<file path="src/rtl/tmr2_map.svh">
// Register map and timing constants for the second timer's count and reload core.
// Assumes a host core that strobes SFR writes and bit writes at this address space.
`ifndef TMR2_MAP_SVH
`define TMR2_MAP_SVH
`define TMR2_CTRL_ADDR 8'hC8
`define TMR2_CTRL_BIT_BASE 8'hC8
`define TMR2_CTRL_BIT_TOP 8'hCF
`define TMR2_CTRL_RESET 8'h00
`define TMR2_IN_STOP 2'h0
`define TMR2_IN_TIMER 2'h1
`define TMR2_IN_COUNTER 2'h2
`define TMR2_IN_GATED 2'h3
`define TMR2_RLD_OVF 2'h2
`define TMR2_RLD_EXT 2'h3
`define TMR2_OVF_REQ_BIT 6
`define TMR2_CYCLE_STATES 4'hC
`define TMR2_SAMPLE_STATE 4'h9
`define TMR2_COUNT_STATE 4'h0
`define TMR2_RELOAD_STATE 4'h2
`endif

</file>
<file path="src/rtl/tmr2_pkg.sv">
// Types for the second timer's count and reload core.
// Assumes tmr2_map.svh supplies the register and timing constants; the phase encodings are defined here.
package tmr2_pkg;
    typedef struct packed {
        logic prescale_select;
        logic irq3_edge_select;
        logic irq2_edge_select;
        logic reload_mode_hi;
        logic reload_mode_lo;
        logic compare_mode_select;
        logic input_select_hi;
        logic input_select_lo;
    } tmr2_ctrl_t;

    typedef struct packed {
        logic wr_byte;
        logic wr_bit;
        logic [7:0] addr;
        logic [7:0] wdata;
        logic bit_val;
    } tmr2_sfr_wr_t;

    typedef enum logic [1:0] {
        TMR2_PH_IDLE = 2'h0,
        TMR2_PH_SAMPLE = 2'h1,
        TMR2_PH_COUNT = 2'h3,
        TMR2_PH_RELOAD = 2'h2
    } tmr2_phase_t;
endpackage

</file>
<file path="src/rtl/tmr2_pin_edge.sv">
// Pin synchroniser and once-per-machine-cycle falling/rising edge sampler.
// Assumes sample_in pulses once per machine cycle on the core clock.
`timescale 1ns/10ps
`default_nettype none
module tmr2_pin_edge
    import tmr2_pkg::*;
(
    // Clock and reset
    input wire logic core_clk_in,
    input wire logic rst_in,
    // Pin and sample strobe
    input wire logic pin_in,
    input wire logic sample_in,
    // Synchronised level, and edge results valid for one clock after the sample
    output logic level_out,
    output logic fall_out,
    output logic rise_out
);
    logic sync1_reg;
    logic sync2_reg;
    logic samp_reg;
    logic fall_reg;
    logic rise_reg;

    // Pin is asynchronous, two flops before anything reads it
    always_ff @(posedge core_clk_in)
    begin
        if (rst_in)
        begin
            sync1_reg <= 1'b1;
            sync2_reg <= 1'b1;
            samp_reg <= 1'b1;
            fall_reg <= 1'b0;
            rise_reg <= 1'b0;
        end
        else
        begin
            sync1_reg <= pin_in;
            sync2_reg <= sync1_reg;
            fall_reg <= sample_in & samp_reg & ~sync2_reg;
            rise_reg <= sample_in & ~samp_reg & sync2_reg;
            // Only the last sample is kept; the edge compares it with the new one
            if (sample_in)
                samp_reg <= sync2_reg;
        end
    end

    assign level_out = sync2_reg;
    assign fall_out = fall_reg;
    assign rise_out = rise_reg;
endmodule
`default_nettype wire

</file>
<file path="src/rtl/tmr2_core.sv">
// Second 16-bit timer: count source select, overflow flag, 16-bit reload.
// Assumes the CPU core supplies SFR write strobes and flag clears on this clock.
`timescale 1ns/10ps
`default_nettype none
`include "tmr2_map.svh"
module tmr2_core
    import tmr2_pkg::*;
#(
    parameter int COUNT_W = 16
)
(
    // Clock and reset
    input wire logic core_clk_in,
    input wire logic rst_in,
    // SFR write port from the CPU core
    input wire tmr2_sfr_wr_t sfr_wr_in,
    input wire logic count_low_wr_in,
    input wire logic count_high_wr_in,
    input wire logic [COUNT_W-1:0] reload_value_in,
    input wire logic ext_trigger_enable_in,
    // Flag clears from software or interrupt vectoring
    input wire logic overflow_flag_clr_in,
    input wire logic ext_trigger_flag_clr_in,
    // Pins
    input wire logic count_gate_pin_in,
    input wire logic reload_trigger_pin_in,
    input wire logic ext_irq2_pin_in,
    input wire logic ext_irq3_pin_in,
    // State back to the CPU
    output logic [7:0] timer2_control_out,
    output logic [7:0] count_low_byte_out,
    output logic [7:0] count_high_byte_out,
    output logic overflow_flag_out,
    output logic ext_trigger_flag_out,
    output logic ext_irq2_edge_out,
    output logic ext_irq3_edge_out,
    output logic compare_mode_one_out
);
    tmr2_ctrl_t ctrl_reg;
    tmr2_ctrl_t ctrl_next;
    logic [3:0] state_reg;
    logic [3:0] state_next;
    logic [COUNT_W-1:0] count_reg;
    logic [COUNT_W-1:0] count_next;
    logic presc_reg;
    logic presc_next;
    logic ovf_flag_reg;
    logic ext_flag_reg;
    logic cnt_pend_reg;
    logic rld_pend_reg;
    logic irq2_edge_reg;
    logic irq3_edge_reg;
    tmr2_phase_t phase;

    function automatic logic [7:0] set_bit(input logic [7:0] v, input logic [2:0] idx,
                                           input logic b);
        logic [7:0] r;
        r = v;
        r[idx] = b;
        return r;
    endfunction

    // Machine cycle phase decode
    wire last_state = (state_reg == (`TMR2_CYCLE_STATES - 4'h1));
    wire sample_strobe = (state_reg == `TMR2_SAMPLE_STATE);
    wire count_strobe = (state_reg == `TMR2_COUNT_STATE);
    wire reload_strobe = (state_reg == `TMR2_RELOAD_STATE);
    assign state_next = last_state ? 4'h0 : state_reg + 4'h1;
    assign phase = sample_strobe ? TMR2_PH_SAMPLE :
                   count_strobe ? TMR2_PH_COUNT :
                   reload_strobe ? TMR2_PH_RELOAD : TMR2_PH_IDLE;

    // Pin edge detectors
    wire cnt_level;
    wire cnt_fall;
    wire trg_fall;
    wire i2_fall;
    wire i2_rise;
    wire i3_fall;
    wire i3_rise;

    tmr2_pin_edge u_cnt (
        .core_clk_in(core_clk_in), .rst_in(rst_in), .pin_in(count_gate_pin_in),
        .sample_in(sample_strobe), .level_out(cnt_level), .fall_out(cnt_fall),
        .rise_out()
    );
    tmr2_pin_edge u_trg (
        .core_clk_in(core_clk_in), .rst_in(rst_in), .pin_in(reload_trigger_pin_in),
        .sample_in(sample_strobe), .level_out(), .fall_out(trg_fall), .rise_out()
    );
    tmr2_pin_edge u_i2 (
        .core_clk_in(core_clk_in), .rst_in(rst_in), .pin_in(ext_irq2_pin_in),
        .sample_in(sample_strobe), .level_out(), .fall_out(i2_fall), .rise_out(i2_rise)
    );
    tmr2_pin_edge u_i3 (
        .core_clk_in(core_clk_in), .rst_in(rst_in), .pin_in(ext_irq3_pin_in),
        .sample_in(sample_strobe), .level_out(), .fall_out(i3_fall), .rise_out(i3_rise)
    );

    // Control register writes, byte or single bit
    wire ctrl_byte_hit = sfr_wr_in.wr_byte & (sfr_wr_in.addr == `TMR2_CTRL_ADDR);
    wire ctrl_bit_hit = sfr_wr_in.wr_bit & (sfr_wr_in.addr >= `TMR2_CTRL_BIT_BASE) &
                        (sfr_wr_in.addr <= `TMR2_CTRL_BIT_TOP);
    wire [2:0] bit_idx = sfr_wr_in.addr[2:0];
    assign ctrl_next = ctrl_byte_hit ? tmr2_ctrl_t'(sfr_wr_in.wdata) :
                       ctrl_bit_hit ? tmr2_ctrl_t'(set_bit(ctrl_reg, bit_idx,
                                                           sfr_wr_in.bit_val)) :
                       ctrl_reg;

    // Count source
    wire [1:0] in_sel = {ctrl_reg.input_select_hi, ctrl_reg.input_select_lo};
    wire [1:0] rld_sel = {ctrl_reg.reload_mode_hi, ctrl_reg.reload_mode_lo};
    wire timer_fn = (in_sel == `TMR2_IN_TIMER);
    // Gate is the live synchronised level, read in the count state, not the once-per-cycle sample
    wire gated_fn = (in_sel == `TMR2_IN_GATED) & cnt_level;
    wire counter_fn = (in_sel == `TMR2_IN_COUNTER);
    // Prescaler toggles only in timer and gated modes; in counter mode it is simply ignored
    wire tick_src = count_strobe & (timer_fn | gated_fn);
    assign presc_next = tick_src ? ~presc_reg : presc_reg;
    wire tick_int = tick_src & (~ctrl_reg.prescale_select | presc_reg);
    wire tick_ext = count_strobe & counter_fn & cnt_pend_reg;
    wire tick = tick_int | tick_ext;

    wire rollover = tick & (&count_reg);
    wire rld_ovf = rollover & (rld_sel == `TMR2_RLD_OVF);
    wire rld_ext = reload_strobe & rld_pend_reg & (rld_sel == `TMR2_RLD_EXT);
    wire [COUNT_W-1:0] count_inc = count_reg + {{(COUNT_W-1){1'b0}}, 1'b1};

    always_comb
    begin
        count_next = count_reg;
        if (rld_ovf | rld_ext)
            count_next = reload_value_in;
        else if (tick)
            count_next = count_inc;
        if (count_low_wr_in)
            count_next[7:0] = sfr_wr_in.wdata;
        if (count_high_wr_in)
            count_next[15:8] = sfr_wr_in.wdata;
    end

    always_ff @(posedge core_clk_in)
    begin
        if (rst_in)
        begin
            state_reg <= 4'h0;
            ctrl_reg <= tmr2_ctrl_t'(`TMR2_CTRL_RESET);
            count_reg <= '0;
            presc_reg <= 1'b0;
        end
        else
        begin
            state_reg <= state_next;
            ctrl_reg <= ctrl_next;
            count_reg <= count_next;
            presc_reg <= presc_next;
        end
    end

    // Edge pending flags carry the sample-phase edge to the next cycle's update phase
    always_ff @(posedge core_clk_in)
    begin
        if (rst_in)
        begin
            cnt_pend_reg <= 1'b0;
            rld_pend_reg <= 1'b0;
        end
        else
        begin
            cnt_pend_reg <= cnt_fall | (cnt_pend_reg & (phase != TMR2_PH_COUNT));
            rld_pend_reg <= trg_fall | (rld_pend_reg & (phase != TMR2_PH_RELOAD));
        end
    end

    // Sticky flags: a set in the same clock as a clear wins; the irq edge outputs are one-clock pulses
    always_ff @(posedge core_clk_in)
    begin
        if (rst_in)
        begin
            ovf_flag_reg <= 1'b0;
            ext_flag_reg <= 1'b0;
            irq2_edge_reg <= 1'b0;
            irq3_edge_reg <= 1'b0;
        end
        else
        begin
            ovf_flag_reg <= rollover | (ovf_flag_reg & ~overflow_flag_clr_in);
            ext_flag_reg <= (trg_fall & ext_trigger_enable_in) |
                            (ext_flag_reg & ~ext_trigger_flag_clr_in);
            irq2_edge_reg <= ctrl_reg.irq2_edge_select ? i2_rise : i2_fall;
            irq3_edge_reg <= ctrl_reg.irq3_edge_select ? i3_rise : i3_fall;
        end
    end

    assign timer2_control_out = ctrl_reg;
    assign count_low_byte_out = count_reg[7:0];
    assign count_high_byte_out = count_reg[15:8];
    assign overflow_flag_out = ovf_flag_reg;
    assign ext_trigger_flag_out = ext_flag_reg;
    assign ext_irq2_edge_out = irq2_edge_reg;
    assign ext_irq3_edge_out = irq3_edge_reg;
    assign compare_mode_one_out = ctrl_reg.compare_mode_select;
endmodule
`default_nettype wire

</file>
<file path="config.mk">
export PLATFORM = sky130hd
export DESIGN_NAME = tmr2_core
export DESIGN_NICKNAME = d
export VERILOG_FILES = /design/src/rtl/tmr2_pkg.sv /design/src/rtl/tmr2_pin_edge.sv /design/src/rtl/tmr2_core.sv
export VERILOG_INCLUDE_DIRS = /design/src /design/src/rtl
export SDC_FILE = /design/constraint.sdc
export NUM_CORES = 1
export LEC_CHECK = 0
export BUFFER_PORTS_ARGS = -buffer_cell sky130_fd_sc_hd__buf_2
export CAP_MARGIN = 20
export CORE_MARGIN = 5
export CORE_UTILIZATION = 51
export CTS_CLUSTER_SIZE = 30
export DETAILED_ROUTE_END_ITERATION = 8
export PLACE_DENSITY = 0.86
export REMOVE_ABC_BUFFERS = 1
export SLEW_MARGIN = 20
export SYNTH_ARGS = -nofsm -noshare
export SYNTH_HDL_FRONTEND = slang
export SYNTH_SLANG_ARGS = --single-unit
</file>
<file path="constraint.sdc">
create_clock -name core_clk_in -period 2.8 [get_ports core_clk_in]
set_input_delay 0 -clock core_clk_in [delete_from_list [all_inputs] [get_ports core_clk_in]]
set_output_delay 0 -clock core_clk_in [all_outputs]
set_load 0.05 [all_outputs]
</file>
* Word level (Yosys, flattened, before mapping)
Cells that the tools add are included.
Widths: inputs -> output; s select.
** Operators by class
- $add $sub $neg :: 2
- Magnitude comparators :: 4
- Equality and inequality tests :: 11
- Multiplexer cells :: 14
- Bitwise operators :: 47
- Reduce and logical (&&, ||, !) cells :: 7
** Operators with widths (number)
- $mux 16 :: 2
- $mux 8 :: 4
- $and 1x1->1 :: 29
- $add 16x1->16 const B :: 1
- $reduce_and 16->1 :: 1
- $not 1->1 :: 10
- $bwmux 8 :: 1
- $eq 2x2->1 const B :: 4
- $eq 4x4->1 const B :: 2
- $eq 8x8->1 const B :: 1
- $ge 8x8->1 const B :: 1
- $le 8x8->1 const B :: 1
- $or 1x1->1 :: 8
- $mux 2 :: 3
- $reduce_bool 3->1 :: 2
- $add 4x1->4 const B :: 1
- $eq 4x2->1 const B :: 1
- $logic_not 4->1 :: 1
- $lt 3x4->1 const B :: 1
- $ne 2x2->1 const B :: 2
- $demux 1 s3 :: 1
- $ge 3x1->1 const B :: 1
- $mux 1 :: 3
- $eq 2x1->1 const B :: 1
- other kinds (3) :: 3
** Storage, ports and cells
- Flip-flop bits (word level) :: 53
- Input port bits :: 46
- Output and inout port bits :: 29
- Word-level logic and storage cells :: 121

* Depth between registers and ports, before layout
Gate-level depths: netlist (run 1).
- Word-level depth :: 11
- Gate-level depth with buffers :: 9
- Depth with buffers taken out :: 8

* Hierarchy
From an unflattened synthesis (run 1), not the netlist that was laid out.
** Second synthesis, totals
- Cells, all modules :: 316
- Area, all modules :: 2906.5 um^2
** By module, submodules not included
- tmr2_core :: instances 1, cells an instance 272, area an instance 2296.0 um^2, sequential area each 700.7 um^2
- tmr2_pin_edge :: instances 4, cells an instance 11, area an instance 152.6 um^2, sequential area each 100.1 um^2

* Least setup slack after synthesis (run 1)
OpenSTA, ideal clock, no wires.
- Kind :: register to register
- From :: register count_reg[0]
- To :: register count_reg[1]
- Setup time :: 0.122 ns
- Data arrival time :: 2.288 ns
- Data required time :: 2.678 ns
- Slack :: 0.391 ns
- Stages on the path, launching flop included :: 8
- Path buffers :: 0
- Cells stage by stage :: dfxtp_1 > ha_1 > nand3_1 > nor3_2 > o2111ai_1 > a21boi_2 > nor2_1 > a221o_1
** Between the ends
- Longest elaborated chain between the ends :: 6
- Elaborated cells between the ends (all ways) :: 9
- Those cells by class :: 1 x add/sub; 3 x mux; 3 x bitwise; 2 x reduce/logical
** RTL lines
- start, declared :: RTL line tmr2_core.sv:43 : logic [COUNT_W-1:0] count_reg;
- start signal, assigned :: RTL line tmr2_core.sv:155 : count_reg <= count_next;
- branches (longest 6 deep; another with $add 16x1->16)
Several ways; the timed one is not identified. The select of a mux whose other input is x is not followed.
A chain may end at the register's enable or synchronous reset.

* Worst setup path in the final report (run 1)
- From :: register state_reg[0]
- To :: register count_reg[4]
** Between the ends
- Longest elaborated chain between the ends :: 9
- Elaborated cells between the ends (all ways) :: 15
- Those cells by class :: 1 x eq/ne; 2 x mux; 10 x bitwise; 2 x reduce/logical
** RTL lines
- start, declared :: RTL line tmr2_core.sv:41 : logic [3:0] state_reg;
- start signal, assigned :: RTL line tmr2_core.sv:153 : state_reg <= state_next;
- $logic_not 4->1 (no source line)
- $and 1x1->1, on equally long branches :: RTL line tmr2_core.sv:118, tmr2_core.sv:121
- $and 1x1->1, on equally long branches :: RTL line tmr2_core.sv:120, tmr2_core.sv:121
- $or 1x1->1 :: RTL line tmr2_core.sv:122 : wire tick = tick_int | tick_ext;
- $and 1x1->1 :: RTL line tmr2_core.sv:124 : wire rollover = tick & (&count_reg);
- $and 1x1->1 :: RTL line tmr2_core.sv:125 : wire rld_ovf = rollover & (rld_sel == `TMR2_RLD_OVF);
- $or 1x1->1 :: RTL line tmr2_core.sv:132 : if (rld_ovf | rld_ext)
- $mux 16 :: RTL line tmr2_core.sv:132
- $mux 8 :: RTL line tmr2_core.sv:136 : if (count_low_wr_in)
Several ways; a longest one is shown, not always the timed one.

==> impl_metrics.ini, run 1 <==
[run_status]
status = completed

[logic_synthesis]
synth_cells = 285
synth-seq-cells = 53
synth_cell_types = 48
ys.flop_type = dfxtp_1
synth_top_cell_area_share_pct = 41.17
synth_area_leader_cell = dfxtp_1
synth_area_leaders = dfxtp_1, nor2_1, mux2i_1
synth_edf_count = 0
async_reset_ff_share_pct = 0
yosysWarnings = 0
syn_avg_cell_area_um2 = 9.044
yosysSeqAreaShare_pct = 41.17
yosysMostFrequentCell = dfxtp_1
synthTopCellsByCount = dfxtp_1, nor2_1, a22oi_1, clkbuf_1, nand3_1
synth_area_um2 = 2577

[sta]
setup_viol = 0
fmax_mhz = 379.8
fin_crit_sh_pct = 94.04
period_minus_slack_ns = 2.633
holdWs_ns = 0.02047
fin_tns_setup_ns = 0
rsz0062_at_grt = no
relSlewSlack_pct = 55.23
drv_slew = 0
hold_violations = 0
tightest_slew_ns = 0.6687
finClkSkew_ns = 0.009110

[final_layout]
utilization_pct = 68.55
syn_to_final_growth_pct = 28.11
largest_reg_flops = 16
num_antenna_cells = 0
post_route_cells_drive_above_1_share_pct = 26.53
num-nets-final = 427

[setup_path]
rr_worst_depth = 9
start_kind = register
crit_arrival_ns = 2.82
crit_start = state_reg[0]
worstPathMaxFanout = 9
r2r_start = state_reg[0]
crit_path_end_kind = register
critPathKind = register to register
cp_data_required_time_ns = 2.99

[drt]
firstDrtPassIters = 5
drc_errors = 0
avgRoutedWirePerCell_um = 16.10
vias_per_cell = 5.802
vias = 2576
drt-initial-drc-count = 265
wl_mm = 7.147
antenna_left = 0

[global_route]
antenna_found_initial = 0
grt_first_pass_wirelength_mm = 11.35
grt_max_degree = 35
first_global_vias = 2381
grt_usage_pct = 22.21
grt-ovfl-total = 0

[cts]
cts_tree = yes
cts_inserted_buffers = 5
cts_setup_buffers = 0
clk_path_buf_depth = 2
cts.sink_count = 53
path_clk_slew_ns = 0.10
clk_latency_ns = 0.32
htree_levels = 2
cts_root_buf = clkbuf_8

[place]
globalplace.congestion = 0.8999
portBuffers = 74
dp_hpwl_mm = 5.017

[hold_path]
hold_depth = 3
hold_path_startpoint = sfr_wr_in[0]
worst_hold_path_type = input pin to register

[power_and_ir_drop]
power.leakage_nw = 1.367
irDropWorstVdd_mv = 0.4034
p_per_area_nw_per_um2 = 450.8

[flow_run]
maxCapViolations = 0

[floorplanning]
initial_core_util_pct = 53.51
core_um2 = 4817
die_height_um = 81.09
num_rows = 25
dieWidth_um = 81.09
die_area_um2 = 6576
ios = 75
-- kinds of logic (layout without fill, tap and decap cells) --
| group | Yosys count | count (layout) | synth area share (%) |
|---|---|---|---|
| compound gates | 59 | 59 | 17.48 |
| xor+xnor | 15 | 15 | 5.097 |
| fa+ha+maj | 5 | 5 | 2.427 |
| buf+inv | 26 | 118 | 4.224 |
| flops | 53 | 53 | 41.17 |
| mux | 12 | 12 | 4.660 |
| simple gates | 115 | 115 | 24.95 |
-- per-stage QoR --
stage	power, mW	instances	setup slack (ns)	instance area (um^2)
after floorplan	0.9257	270	0.1222	2510
after global placement	1.009	415	0.4841	2994
after detailed placement	1.012	415	0.3144	2994
after CTS	1.489	444	0.2296	3302
after global routing	1.555	444	0.05792	3302
final	1.488	444	0.1669	3302
-- cell usage in the layout (no fill, tap or decap), types with 6 or more instances in the layout --
cell type	count
xor2_1	9
nand3_1	13
inv_1	11
dlygate4sd3_1	21
or2_2	9
a22oi_1	16
nor3b_1	9
nor3_1	7
dfxtp_1	53
nor2_1	34
a21oi_1	7
buf_2	74
nand2_1	12
xnor2_1	6
o221ai_1	7
mux2i_1	12
-- critical path: stages, from the launching register on --
cell and delay (ns):
dfxtp_1 0.36, inv_1 0.09, ha_1 0.17, or3b_4 0.41
nor3_4 0.26, o2111ai_1 0.24, a21boi_2 0.39, buf_4 0.25
mux2i_1 0.21, o22ai_1 0.11
-- layout make-up --
| type | instances | area, um^2 |
|---|---|---|
| flip-flops and latches | 53 | 1061 |
| repair buffers | 99 | 610.6 |
| fillers | 399 | 1515 |
| inverters | 11 | 41.29 |
| well taps | 67 | 83.83 |
| clock inverters | 3 | 28.78 |
| multi-input cells | 206 | 1408 |
| clock buffers | 5 | 68.82 |
-- final timing paths --
| check | to | slack [ns] |
|---|---|---|
| setup / recovery | count_reg[4] | 0.17 |
| hold / removal | timer2_control_out[7] | 0.02 |
| setup reg to reg | count_reg[4] | 0.17 |
| hold reg to reg | u_trg.level_out | 0.42 |
-- routing by layer --
layer / wire length [um] / global-route usage [%] / vias up / share of wire [%]
met1: 2933 / 29.27 / 1178 / 41
met3: 589 / 5.100 / 26 / 8.2
li1: - / - / 1229 / -
met4: 229 / 8.108 / 0 / 3.2
met2: 3395 / 35.47 / 143 / 48
met5: 0 / 0 / - / 0
-- power breakdown --
part,total [mW],internal (mW),switching (mW)
clock network,0.466,0.187,0.279
logic,0.221,0.0938,0.127
registers,0.801,0.776,0.0254
-- timing repair --
action / in CTS / in global routing
endpoints found under the setup margin: 0 / 0
endpoints found under the hold margin: 20 / 0
hold buffers: 21 / 0
gates resized for setup: 0 / 0
Note: power is estimated with default switching activity, not from simulation.
==> run 2: changes to the inputs <==
Settings changed: ABC_AREA from default to 1, CORE_UTILIZATION 51 to 53, PLACE_DENSITY 0.86 to 0.87.
==> impl_metrics.ini, run 2 <==
[setup_path]
critPathKind = register to register
crit_path_end_kind = register
worstPathMaxFanout = 18
r2r_end = count_reg[3]
start_kind = register
r2r_slack_ns = 0.68
cp_data_required_time_ns = 3.06
crit_arrival_ns = 2.38
rr_worst_depth = 10
r2r_start = state_reg[0]

[place]
globalplace.congestion = 0.9412
dp_hpwl_mm = 5.546
portBuffers = 74
dp_cells = 535

[hold_path]
hold_depth = 3
whs_endpoint = compare_mode_one_out
worst_hold_path_type = input pin to register
hold_path_startpoint = sfr_wr_in[3]

[power_and_ir_drop]
p_per_area_nw_per_um2 = 429.6
p_sw_mw = 0.4262
p_int_mw = 1.033
power.leakage_nw = 1.650
irDropWorstVdd_mv = 0.2705
combPwrFrac_pct = 14.9
seq_power_share_pct = 55.0
p_clk_share_pct = 30.0
swShare_pct = 29.21

[global_route]
grt_usage_pct = 21.42
antenna_found_initial = 0
first_global_vias = 2672
grt-ovfl-total = 0
grt_max_degree = 31
grt_first_pass_wirelength_mm = 12.43

[flow_run]
maxCapViolations = 0

[logic_synthesis]
yosysWarnings = 0
synth_top_family_by_area = simple AND/OR/NAND/NOR gates
synth_cells = 403
synthTopCellsByCount = nand2_1, nand3_1, dfxtp_1, inv_1, nor2_1
synth-seq-cells = 53
synth_area_um2 = 2838
syn_avg_cell_area_um2 = 7.041
ys.flop_type = dfxtp_1
yosysMostFrequentCell = nand2_1
synth_cell_types = 34
yosys.area_share.adder_pct = 2.205
yosysSeqAreaShare_pct = 37.39
async_reset_ff_share_pct = 0
synth-compound-area-share_pct = 10.23
synth_area_leader_cell = dfxtp_1
yosys.area_share.xor_xnor_pct = 4.012
synth_edf_count = 0
muxShareOfSynthArea_pct = 0
synth_top_cell_area_share_pct = 37.39
synth-simple-area-share_pct = 36.64
synth_area_leaders = dfxtp_1, nand2_1, nand3_1

[drt]
wl_mm = 7.530
drt-initial-drc-count = 301
drc_errors = 0
vias = 3002
avgRoutedWirePerCell_um = 13.69
antenna_left = 0
firstDrtPassIters = 5
vias_per_cell = 5.458

[cts]
htree_levels = 2
cts_setup_buffers = 0
clk_latency_ns = 0.31
clk_path_buf_depth = 2
path_clk_slew_ns = 0.10
cts_tree = yes
cts.sink_count = 53
cts_root_buf = clkbuf_8
cts_inserted_buffers = 5
cts.repair.resized = 0

[floorplanning]
die_height_um = 83.17
ios = 75
initial_core_util_pct = 55.21
core_um2 = 5140
num_rows = 26
dieWidth_um = 83.17
die_area_um2 = 6917

[sta]
hold_violations = 0
rsz0062_at_grt = no
fin_crit_sh_pct = 75.74
fin_tns_setup_ns = 0
setup_viol = 0
relSlewSlack_pct = 55.47
fmax_mhz = 471.5
finClkSkew_ns = 0.005429
tightest_slew_ns = 0.6672
period_minus_slack_ns = 2.121
drv_slew = 0

[final_layout]
regArea_um2 = 1061
largest_reg_flops = 16
multi_input_area_um2 = 1506
num-nets-final = 530
final_cell_mix = nand2_1, buf_2, nand3_1
num_antenna_cells = 0
fill_cells = 478
final_common_cell = nand2_1
final_cells = 550
post_route_cells_drive_above_1_share_pct = 23.13
syn_to_final_growth_pct = 19.66

[run_status]
status = completed
run 2: cell type report:
type	instances	area share, %
clock buffers	5	2.027
clock inverters	3	0.6264
inverters	56	6.190
multi-input cells	282	44.36
flip-flops and latches	53	31.25
well taps	70	2.579
repair buffers	81	12.97
run 2: repair_timing:
action	in CTS	in global routing
endpoints found under the hold margin	6	0
hold buffers	7	0
endpoints found under the setup margin	0	0
run 2: kinds of logic after synthesis:
| family | after synthesis |
|---|---|
| adders and majority gates | 5 |
| buffers and inverters | 68 |
| AOI/OAI and AO/OA | 47 |
| and+or+nand+nor | 217 |
| DFF | 53 |
| xor gates and xnor gates | 13 |
run 2: metal layers:
layer / wire length [um] / share of wire [%] / track usage [%]
met4: 193 / 2.6 / 8.321
met5: 0 / 0 / 0
met1: 3147 / 42 / 28.43
met2: 3424 / 45 / 33.53
met3: 765 / 10 / 5.050
run 2: stage by stage:
stage	power, mW	hold slack, ns	instance area (um^2)	utilization [%]	worst slack, ns
finish	1.459	0.005404	3396	66.07	0.6792
global route	1.520	0.001599	3396	66.07	0.5190
floorplan	0.9425	0.06244	2778	-	0.6940
detailed placement	1.028	0.1841	3236	62.95	0.7302
CTS	1.460	0.004896	3396	66.07	0.7075
global placement	1.024	0.1810	3236	62.95	0.8500
run 2: worst max-delay path, stage by stage (launching register included):
cell and delay (ns):
dfxtp_1 0.42, inv_1 0.09, ha_1 0.19, nor3b_2 0.17, nand4_4 0.21, nand3_2 0.16
nor2_1 0.48, nand2_1 0.12, nand3_1 0.11, nand2_1 0.05, inv_1 0.07
run 2: worst max path at each step:
stage	slack, ns	start	endpoint	cells after the start
floorplan	0.69	count_reg[0]	count_reg[0]	12
global placement	0.85	state_reg[0]	count_reg[1]	10
detailed placement	0.73	state_reg[0]	count_reg[3]	10
CTS	0.71	state_reg[0]	count_reg[3]	10
global route	0.52	state_reg[0]	count_reg[0]	10
finish	0.68	state_reg[0]	count_reg[3]	10
run 2: power groups by stage:
stage               clock network [mW]  registers (mW)  logic [mW]
floorplan                            0           0.859      0.0839
global placement                     0           0.819       0.205
detailed placement                   0           0.819       0.209
CTS                              0.441           0.802       0.217
global route                     0.477           0.805       0.238
finish                           0.438           0.803       0.218
==> run 3: changes to the inputs <==
Settings changed: CORE_UTILIZATION 53 to 48, PLACE_DENSITY 0.87 to 0.84.
Clock period 2.8 ns to 1.7 ns, I/O delays scaled along.
==> impl_metrics.ini, run 3 (same netlist as run 2, synthesis figures left out) <==
[sta]
fmax_mhz = 544.9
tightest_slew_ns = 0.5521
rsz0062_at_grt = yes
setup_viol = 16
period_minus_slack_ns = 1.835
finClkSkew_ns = 0.008306
fin_crit_sh_pct = 107.9
fin_tns_setup_ns = -1.417
setup_ws_ns = -0.1351
hold_violations = 0
drv_slew = 0
relSlewSlack_pct = 63.15

[global_route]
grt_usage_pct = 22.30
first_global_vias = 2981
grt_first_pass_wirelength_mm = 13.68
grt_max_degree = 30
busiest_layer = met2
antenna_found_initial = 0
grt-ovfl-total = 0
use_met1_pct = 28.64
met3_usage_pct = 3.500
grtUsageMet2_pct = 36.92

[cts]
cts_inserted_buffers = 5
cts_root_buf = clkbuf_8
htree_levels = 2
clk_latency_ns = 0.32
cts_tree = yes
cts.sink_count = 53
clk_path_buf_depth = 2
path_clk_slew_ns = 0.11

[drt]
drt-initial-drc-count = 425
wl_mm = 9.225
antenna_left = 0
avgRoutedWirePerCell_um = 15.69
drc_errors = 2
vias = 3284
firstDrtPassIters = 9
vias_per_cell = 5.585

[setup_path]
rr_worst_depth = 12
r2r_slack_ns = -0.14
slowest_delay_ns = 0.35
worstPathMaxFanout = 8
crit_family = simple AND/OR/NAND/NOR gates
r2r_start = state_reg[1]
critPathKind = register to register
critPathBufInv = 3
cp_cell_sequence = inv_2 -> ha_4 -> inv_2 -> nor3_4 -> nand3_2 -> nand2_2 -> nand3_4 -> buf_12 -> nand3_1 -> nand3_1 -> nand2_1 -> a21oi_2
crit_slowest_cell = dfxtp_2
crit_arrival_ns = 2.04
r2r_end = count_reg[13]
start_kind = register
crit_path_end_kind = register
cp_data_required_time_ns = 1.90

[power_and_ir_drop]
p_per_area_nw_per_um2 = 661.8
irDropWorstVdd_mv = 0.4476
power.leakage_nw = 1.868

[final_layout]
num-nets-final = 563
num_antenna_cells = 0
utilization_pct = 65.35
largest_reg_flops = 16
final_cells = 588
syn_to_final_growth_pct = 34.74
final_cell_mix = nand2_1, buf_2, nand3_1
final_common_cell = nand2_1
post_route_cells_drive_above_1_share_pct = 32.36

[floorplanning]
die_area_um2 = 7550
ios = 75
die_height_um = 86.89
num_rows = 28
core_um2 = 5851
dieWidth_um = 86.89
initial_core_util_pct = 48.50

[hold_path]
hold_depth = 3
hold_path_startpoint = sfr_wr_in[3]
whs_endpoint = compare_mode_one_out
worst_hold_path_type = input pin to register

[place]
dp_slack_ns = -0.1056
globalplace.congestion = 0.9171
dp_hpwl_mm = 5.928
portBuffers = 74
dp_cells = 561

[run_status]
status = complete, but fails checks
violations = design-rule violations, negative setup slack

[flow_run]
maxCapViolations = 0
==> run 3: cell types whose count changed in the layout (fill, tap and decap cells not counted), sizes merged <==
cell	previous run	this run
buf	74	103
dlygate4sd3	7	9
clkbuf	5	6
clkinvlp	1	0
inv	57	58
nand2	97	98
==> run 3: where the power goes <==
| part | internal [mW] | switching, mW | total, mW |
|---|---|---|---|
| sequential | 1.28 | 0.0307 | 1.31 |
| combinational | 0.177 | 0.272 | 0.448 |
| clock | 0.309 | 0.463 | 0.772 |
| total | 1.76 | 0.766 | 2.53 |
==> run 3: area by class of cell <==
type	count	area (um^2)
flip-flops and latches	53	1066
inverters	56	212.7
fillers	486	2027
clock inverters	3	28.78
repair buffers	113	719.4
well taps	75	93.84
clock buffers	5	68.82
multi-input cells	283	1634
==> run 3: worst max-delay path by stage <==
stage / startpoint / endpoint / slack [ns] / cells after the start
finish: state_reg[1] / count_reg[13] / -0.14 / 12
global route: state_reg[0] / count_reg[13] / -0.20 / 12
CTS: state_reg[1] / count_reg[2] / -0.03 / 13
detailed placement: state_reg[1] / count_reg[2] / -0.11 / 11
global placement: count_reg[0] / count_reg[4] / 0.0006 / 12
floorplan: count_reg[0] / count_reg[0] / -0.41 / 12
==> run 3: what timing repair did <==
| item | 4_1_cts | 5_1_grt |
|---|---|---|
| hold endpoints to repair | 8 | 0 |
| pin swaps | 0 | 15 |
| hold buffers | 9 | 0 |
| buffers inserted | 2 | 6 |
| gates resized for setup | 6 | 26 |
| gates cloned | 0 | 2 |
| setup endpoints to repair | 16 | 16 |
==> run 3: metrics by stage <==
stage          power [mW]  instance area [um^2]  hold slack [ns]
2_1_floorplan       1.552                  2778          0.06244
3_3_place_gp        1.715                  3412           0.1858
3_5_place_dp        1.726                  3412           0.1885
4_1_cts             2.496                  3633        0.0007752
5_1_grt             2.630                  3824         0.001813
6_report            2.530                  3824         0.009637
==> run 3: routing by layer <==
layer	vias up	share of wire [%]	routed length, um
met5	-	0	0
met3	46	9.4	864
li1	1529	-	-
met1	1519	39	3610
met2	190	48	4433
met4	0	3.4	316
==> run 3: tightest hold or removal path: cells and delay by family <==
family,cells,cell delay (ns)
AO/OA/AOI/OAI,1,0.08
buffers and inverters,1,0.13
AND/OR/NAND/NOR,1,0.07
